`config.mk`:
```
export PLATFORM = sky130hd
export DESIGN_NAME = adcc_config_decode
export DESIGN_NICKNAME = d
export VERILOG_FILES = /design/src/logic/adcc_pkg.sv /design/src/logic/adcc_sel_if.sv /design/src/logic/adcc_config_decode.sv /design/src/logic/adcc_mux_map.sv
export SDC_FILE = /design/constraint.sdc
export NUM_CORES = 1
export LEC_CHECK = 0
export ABC_CLOCK_PERIOD_IN_PS = 1200
export BUFFER_PORTS_ARGS = -buffer_cell sky130_fd_sc_hd__buf_2
export CAP_MARGIN = 20
export CORE_ASPECT_RATIO = 0.8
export CORE_UTILIZATION = 47
export DETAILED_ROUTE_END_ITERATION = 6
export GPL_ROUTABILITY_DRIVEN = 0
export GPL_TIMING_DRIVEN = 0
export PLACE_DENSITY = 0.84
export SYNTH_ARGS = -nofsm -noshare
export SYNTH_HDL_FRONTEND = slang
export SYNTH_SLANG_ARGS = --single-unit
```
`constraint.sdc`:
```
create_clock -name clock -period 1.2 [get_ports clock]
set_input_delay 0.06 -clock clock [delete_from_list [all_inputs] [get_ports clock]]
set_output_delay 0.06 -clock clock [all_outputs]
set_load 0.05 [all_outputs]
```
`src/logic/adcc_pkg.sv`:
```
package adcc_pkg;

    // Bit positions in a received write byte
    localparam int BYTE_KIND_BIT = 7;
    localparam int SCAN_HI_BIT = 6;
    localparam int SCAN_LO_BIT = 5;
    localparam int CHAN_MSB_BIT = 4;
    localparam int CHAN_LSB_BIT = 1;
    localparam int TYPE_BIT = 0;
    localparam int REF_SEL_BIT = 5;
    localparam int CFG_RESET_BIT = 1;

    // Byte kind and reset bit levels
    localparam logic KIND_CONFIG = 1'b0;
    localparam logic KIND_SETUP = 1'b1;
    localparam logic CFG_RESET_ACTIVE = 1'b0;

    // Reset contents
    localparam logic [1:0] SCAN_RESET = 2'h0;
    localparam logic [3:0] CHAN_RESET = 4'h0;
    localparam logic TYPE_RESET = 1'b1;
    localparam logic REF_SEL_RESET = 1'b0;

    // Scan field encodings
    localparam logic [1:0] SCAN_UP_FROM_ZERO = 2'h0;
    localparam logic [1:0] SCAN_REPEAT_EIGHT = 2'h1;
    localparam logic [1:0] SCAN_UP_FROM_MID = 2'h2;
    localparam logic [1:0] SCAN_SINGLE = 2'h3;

    // Channel indices and counts
    localparam logic [3:0] CHAN_TOP = 4'hb;
    localparam logic [3:0] SHARED_PIN_FOUR = 4'h3;
    localparam logic [3:0] SHARED_PIN_TWELVE = 4'hb;
    localparam logic [3:0] MID_START_FOUR = 4'h2;
    localparam logic [3:0] MID_START_TWELVE = 4'h6;
    localparam logic [3:0] CHAN_ONE = 4'h1;
    localparam logic [3:0] CHAN_ZERO = 4'h0;
    localparam logic [3:0] COUNT_EIGHT = 4'h8;
    localparam logic [3:0] COUNT_ONE = 4'h1;
    localparam logic [1:0] STEP_SINGLE = 2'h1;
    localparam logic [1:0] STEP_DIFF = 2'h2;
    localparam logic [1:0] UPPER_ZERO = 2'h0;

endpackage

```
`src/logic/adcc_sel_if.sv`:
```
`timescale 1ns/1ps
interface adcc_sel_if;
    logic [3:0] chan;
    logic single_ended;
    logic ref_sel;
    logic four_chan;
    logic [3:0] pos;
    logic pos_gnd;
    logic [3:0] neg;
    logic neg_gnd;
    logic ignored;

    modport ctrl (output chan, single_ended, ref_sel, four_chan,
                  input pos, pos_gnd, neg, neg_gnd, ignored);
    modport map (input chan, single_ended, ref_sel, four_chan,
                 output pos, pos_gnd, neg, neg_gnd, ignored);
endinterface // adcc_sel_if

```
`src/logic/adcc_config_decode.sv`:
```
`timescale 1ns/1ps
// Notes on behaviour
// - Bit 7 picks configuration or setup byte
// - Scan at 6:5, channel 4:1, type bit 0
// - Scan field chooses scan, resets to zero
// - Four-channel part forces upper channel bits zero
// - Type flag one single-ended, resets to one
// - Single-ended: input n positive, ground negative
// - Differential neighbours pair, odd code swaps polarity
// - Single-ended reference mode ignores shared pin, scan stops below
// - Reference mode pair reads ground against partner
// - Differential scan steps two up to limit
// - Setup reset bit zero restores configuration defaults
// - Reference mode excludes shared pin from scans
// - Power-on: single-ended, scan from zero up to input zero
// - Scan 01 repeats eight, 11 converts once
module adcc_config_decode
    import adcc_pkg::*;
#(
    parameter bit FOUR_CHAN = 1'b0
)
(
    // Clock and reset
    input wire logic clock,
    input wire logic reset_n,
    // Received write bytes
    input wire logic byte_valid,
    input wire logic [7:0] byte_data,
    // Latched configuration
    output logic [1:0] scan_sel,
    output logic [3:0] chan_sel,
    output logic input_type_flag,
    output logic ref_pin_select,
    // Multiplexer selection
    output logic [3:0] pos_sel,
    output logic pos_is_gnd,
    output logic [3:0] neg_sel,
    output logic neg_is_gnd,
    output logic sel_ignored,
    // Scan plan
    output logic [3:0] scan_first,
    output logic [3:0] scan_last,
    output logic [1:0] scan_step,
    output logic [3:0] conv_count
);

    localparam logic [3:0] SHARED_PIN = FOUR_CHAN ? SHARED_PIN_FOUR : SHARED_PIN_TWELVE;
    localparam logic [3:0] MID_START = FOUR_CHAN ? MID_START_FOUR : MID_START_TWELVE;

    logic [1:0] scan_q, scan_d;
    logic [3:0] chan_q, chan_d;
    logic type_q, type_d;
    logic ref_q, ref_d;
    logic [3:0] pos_q, pos_d, neg_q, neg_d;
    logic pos_gnd_q, pos_gnd_d, neg_gnd_q, neg_gnd_d, ign_q, ign_d;
    logic [3:0] first_q, first_d, last_q, last_d, count_q, count_d;
    logic [1:0] step_q, step_d;
    logic [3:0] wr_chan;
    logic cfg_wr, setup_wr;

    adcc_sel_if sel_bus ();

    ////////////////////////////////////////////////////////////////////////////
    // Byte routing and register write

    assign cfg_wr = byte_valid && byte_data[BYTE_KIND_BIT] == KIND_CONFIG;
    assign setup_wr = byte_valid && byte_data[BYTE_KIND_BIT] == KIND_SETUP;

    // Next configuration and setup contents
    always_comb begin
        wr_chan = byte_data[CHAN_MSB_BIT:CHAN_LSB_BIT];
        if (FOUR_CHAN) begin
            wr_chan[3:2] = UPPER_ZERO;
        end
        scan_d = scan_q;
        chan_d = chan_q;
        type_d = type_q;
        ref_d = ref_q;
        if (cfg_wr) begin
            scan_d = {byte_data[SCAN_HI_BIT], byte_data[SCAN_LO_BIT]};
            chan_d = wr_chan;
            type_d = byte_data[TYPE_BIT];
        end else if (setup_wr) begin
            ref_d = byte_data[REF_SEL_BIT];
            if (byte_data[CFG_RESET_BIT] == CFG_RESET_ACTIVE) begin
                scan_d = SCAN_RESET;
                chan_d = CHAN_RESET;
                type_d = TYPE_RESET;
            end
        end
    end

    // Configuration registers, power-on defaults
    always_ff @(posedge clock or negedge reset_n) begin
        if (!reset_n) begin
            scan_q <= SCAN_RESET;
            chan_q <= CHAN_RESET;
            type_q <= TYPE_RESET;
            ref_q <= REF_SEL_RESET;
        end else begin
            scan_q <= scan_d;
            chan_q <= chan_d;
            type_q <= type_d;
            ref_q <= ref_d;
        end
    end

    ////////////////////////////////////////////////////////////////////////////
    // Multiplexer mapping and scan plan

    assign sel_bus.chan = chan_q;
    assign sel_bus.single_ended = type_q;
    assign sel_bus.ref_sel = ref_q;
    assign sel_bus.four_chan = FOUR_CHAN;

    adcc_mux_map u_map (
        .sel(sel_bus)
    );

    // Scan bounds, step and repeat count from the latched configuration
    always_comb begin
        pos_d = sel_bus.pos;
        neg_d = sel_bus.neg;
        pos_gnd_d = sel_bus.pos_gnd;
        neg_gnd_d = sel_bus.neg_gnd;
        ign_d = sel_bus.ignored;
        step_d = type_q ? STEP_SINGLE : STEP_DIFF;
        first_d = chan_q;
        last_d = chan_q;
        count_d = COUNT_ONE;
        case (scan_q)
            SCAN_UP_FROM_ZERO: begin
                first_d = CHAN_ZERO;
                last_d = (chan_q > CHAN_TOP) ? CHAN_TOP : chan_q;
            end
            SCAN_UP_FROM_MID: begin
                first_d = MID_START;
                last_d = (chan_q > CHAN_TOP) ? CHAN_TOP : chan_q;
                if (last_d < MID_START) begin
                    last_d = MID_START;
                end
            end
            SCAN_REPEAT_EIGHT: begin
                count_d = COUNT_EIGHT;
            end
            default: begin
                count_d = COUNT_ONE;
            end
        endcase
        if (scan_q == SCAN_UP_FROM_ZERO || scan_q == SCAN_UP_FROM_MID) begin
            if (!type_q) begin
                last_d = {last_d[3:1], 1'b0};
            end else if (ref_q && last_d == SHARED_PIN) begin
                last_d = SHARED_PIN - CHAN_ONE;
            end
        end
    end

    // Registered selection outputs
    always_ff @(posedge clock or negedge reset_n) begin
        if (!reset_n) begin
            pos_q <= CHAN_RESET;
            neg_q <= CHAN_ZERO;
            pos_gnd_q <= 1'b0;
            neg_gnd_q <= 1'b1;
            ign_q <= 1'b0;
            first_q <= CHAN_ZERO;
            last_q <= CHAN_RESET;
            step_q <= STEP_SINGLE;
            count_q <= COUNT_ONE;
        end else begin
            pos_q <= pos_d;
            neg_q <= neg_d;
            pos_gnd_q <= pos_gnd_d;
            neg_gnd_q <= neg_gnd_d;
            ign_q <= ign_d;
            first_q <= first_d;
            last_q <= last_d;
            step_q <= step_d;
            count_q <= count_d;
        end
    end

    assign scan_sel = scan_q;
    assign chan_sel = chan_q;
    assign input_type_flag = type_q;
    assign ref_pin_select = ref_q;
    assign pos_sel = pos_q;
    assign neg_sel = neg_q;
    assign pos_is_gnd = pos_gnd_q;
    assign neg_is_gnd = neg_gnd_q;
    assign sel_ignored = ign_q;
    assign scan_first = first_q;
    assign scan_last = last_q;
    assign scan_step = step_q;
    assign conv_count = count_q;
endmodule // adcc_config_decode

```
`src/logic/adcc_mux_map.sv`:
```
`timescale 1ns/1ps
module adcc_mux_map
    import adcc_pkg::*;
(
    // Selection in and multiplexer choice out
    adcc_sel_if.map sel
);

    logic [3:0] shared_pin;

    // Maps the channel code onto positive and negative multiplexer inputs
    always_comb begin
        shared_pin = sel.four_chan ? SHARED_PIN_FOUR : SHARED_PIN_TWELVE;
        sel.pos = sel.chan;
        sel.pos_gnd = 1'b0;
        sel.neg = CHAN_ZERO;
        sel.neg_gnd = 1'b0;
        sel.ignored = 1'b0;
        if (sel.single_ended) begin
            sel.neg_gnd = 1'b1;
            if (sel.ref_sel && sel.chan == shared_pin) begin
                sel.ignored = 1'b1;
            end
        end else begin
            // Even code pairs upward, odd code downward with swapped polarity
            sel.neg = sel.chan ^ CHAN_ONE;
            if (sel.ref_sel && (sel.chan | CHAN_ONE) == shared_pin) begin
                if (sel.chan == shared_pin) begin
                    sel.pos = CHAN_ZERO;
                    sel.pos_gnd = 1'b1;
                end else begin
                    sel.neg = CHAN_ZERO;
                    sel.neg_gnd = 1'b1;
                end
            end
        end
    end

endmodule // adcc_mux_map

```
==> results.json <==
{
  "cts_tree": "yes",
  "setup_viol": 0,
  "max_freq_ghz": 0.8619,
  "place_inst": 157,
  "path_max_fanout": 1,
  "min_period_ps": 1160,
  "fin_skew_ps": 6.305,
  "final_cell_mix": "buf_2 (40), dfrtp_1 (21), buf_4 (9), dlygate4sd3_1 (9), nand2_1 (7)",
  "synthesis.area_um2": 1147,
  "dpl.hpwl_um": 1534,
  "ys_types": 28,
  "grt_max_degree": 32,
  "hp-class": "in2reg",
  "critPathBufInv": 1,
  "p_per_area_nw_per_um2": 1643,
  "drive_gt1_share_pct": 47.40,
  "ys_seq_area_share_pct": 68.05,
  "synthToLayoutAreaGrowth_pct": 39.04,
  "violations": "design-rule violations",
  "route.vias.total": 885,
  "cts_max_level": 2,
  "rows": 15,
  "fin_area_um2": 1595,
  "finalNonFillerCells": 179,
  "post-route-period-util_pct": 96.68,
  "async_reset_ff_share_pct": 100.0,
  "firstDrtPassIters": 6,
  "cts-root-buf": "clkbuf_4",
  "required_ps": 1140,
  "vdd_ir_drop_max_v": 0.0008628,
  "hold_violations": 0,
  "clock_sink_count": 31,
  "ys.flop_type": "dfrtp_1",
  "ios": 44,
  "final_nets": 164,
  "gr-total-overflow": 0,
  "cts.path.max_buffers": 2,
  "antenna_cells": 0,
  "grt.total_usage_pct": 18.83,
  "yosysWarnings": 0,
  "core_area_um2": 2233,
  "first_iter_violations": 29,
  "worstSetupPathType": "reg2out",
  "maxSlewViolCount": 0,
  "synth-edff-count": 0,
  "ys_ff_latch": 31,
  "worstMarginPinSlew_ps": 640.5,
  "end_kind": "output pin",
  "wl_um": 2289,
  "busiest_layer": "met2",
  "drt-vias-per-instance": 4.944,
  "fin_ws_ps": 39.81,
  "ant_nets": 0,
  "crit_path_top_delay_cell": "dfstp_2",
  "crit_family": "flip-flops",
  "worstPathCellList": "buf_2",
  "first_global_vias": 780,
  "cts_made_buffers": 5,
  "wire_per_inst_um": 12.79,
  "grt_util_met3_pct": 9.551,
  "power_mw": 2.621,
  "dieArea_um2": 2644,
  "clock_latency_ps": 330,
  "die-height_um": 46.19,
  "avgSynthCellArea_um2": 12.75,
  "initial_core_util_pct": 51.37,
  "status": "complete, but fails checks",
  "final_common_cell": "buf_2",
  "pre_cts_ws_ps": 18.16,
  "placed_area_um2": 1395,
  "critPathArrivalTime_ps": 1100,
  "grt_util_met2_pct": 30.59,
  "portBuffers": 41,
  "grt_pass1_wl_um": 3401,
  "slowest_delay_ps": 530,
  "path_clk_slew_ps": 90,
  "die_w_um": 57.24,
  "power_leakage_nw": 0.8516,
  "maxCapViolations": 0,
  "syn_inst": 90,
  "drc": 2,
  "grt_use_met1_pct": 21.17,
  "slew-limit-headroom_pct": 57.30,
  "antenna_found_initial": 0,
  "critPathLaunchType": "flip-flop"
}
==> kinds of logic after synthesis <==
| family | share of synthesized area, % |
|---|---|
| compound gates | 9.379 |
| simple gates | 13.52 |
| buf+inv | 6.869 |
| other cells | 0.3268 |
| flops | 68.05 |
| mux | 1.854 |
==> flip-flops by register name, summed over array words and instances, names as in the netlist <==
| name | cells |
|---|---|
| chan_sel | 4 |
| neg_sel | 4 |
| pos_sel | 4 |
| scan_first | 4 |
| scan_last | 4 |
| conv_count | 2 |
| scan_sel | 2 |
| scan_step | 2 |
| input_type_flag | 1 |
| neg_is_gnd | 1 |
| pos_is_gnd | 1 |
| ref_pin_select | 1 |
| sel_ignored | 1 |
==> path summary, 6_finish.rpt <==
path / cells after the start / slack (ps) / from / to
setup / recovery: 1 / 40 / neg_is_gnd / neg_is_gnd
hold / removal: 3 / 80 / byte_data[7] / ref_pin_select
setup reg to reg: 3 / 40 / chan_sel[2] / neg_sel[3]
hold reg to reg: 1 / 530 / chan_sel[0] / neg_sel[0]
max in group asynchronous: 2 / 460 / reset_n / chan_sel[0]
min in group asynchronous: 2 / 280 / reset_n / scan_last[2]
==> area by class of cell <==
| class | count | area (um^2) |
|---|---|---|
| fillers | 152 | 638.1 |
| plain buffers | 5 | 33.78 |
| inverters | 6 | 22.52 |
| clock buffers | 7 | 55.05 |
| multi-input cells | 47 | 302.8 |
| well taps | 25 | 31.28 |
| clock inverters | 1 | 5.005 |
| repair buffers | 57 | 356.6 |
| flip-flops and latches | 31 | 788.3 |
==> report_power, final <==
group	switching, mW	internal [mW]	total, mW
clock	0.331	0.283	0.615
sequential	0.0647	1.16	1.23
combinational	0.565	0.214	0.779
total	0.961	1.66	2.62
==> cell usage after synthesis (all sizes together), types with 3 or more instances <==
library cell / instances / area [um^2]
and2: 5 / 31.28
inv: 6 / 22.52
dfstp: 4 / 105.1
nand2: 7 / 26.28
a22o: 5 / 43.79
nor2b: 5 / 31.28
nor3: 3 / 20.02
dfrtp: 27 / 675.7
a21oi: 7 / 38.79
buf: 5 / 42.53
==> routing by layer <==
metal / vias up / wire length (um) / part of all wire (%)
met5: - / 0 / 0
met4: 0 / 62 / 2.7
met3: 8 / 159 / 6.9
met2: 44 / 1158 / 51
met1: 417 / 908 / 40
li1: 416 / - / -
==> repair_timing <==
| item | in CTS | in global routing |
|---|---|---|
| hold endpoints to repair | 35 | 0 |
| endpoints found under the setup margin | 1 | 5 |
| pin swaps | 0 | 4 |
| setup buffers | 1 | 6 |
| resized for setup | 2 | 4 |
| hold buffers | 9 | 0 |
==> stage by stage <==
step / setup TNS, ps / hold slack, ps / util, %
2_1_floorplan: -202.2 / -235.6 / -
3_3_place_gp: 0 / 102.9 / 62.47
3_5_place_dp: 0 / 119.5 / 62.47
4_1_cts: 0 / 84.22 / 69.80
5_1_grt: -44.02 / 88.33 / 71.43
6_report: 0 / 84.65 / 71.43
No activity file was read; power rests on OpenSTA's default activity.
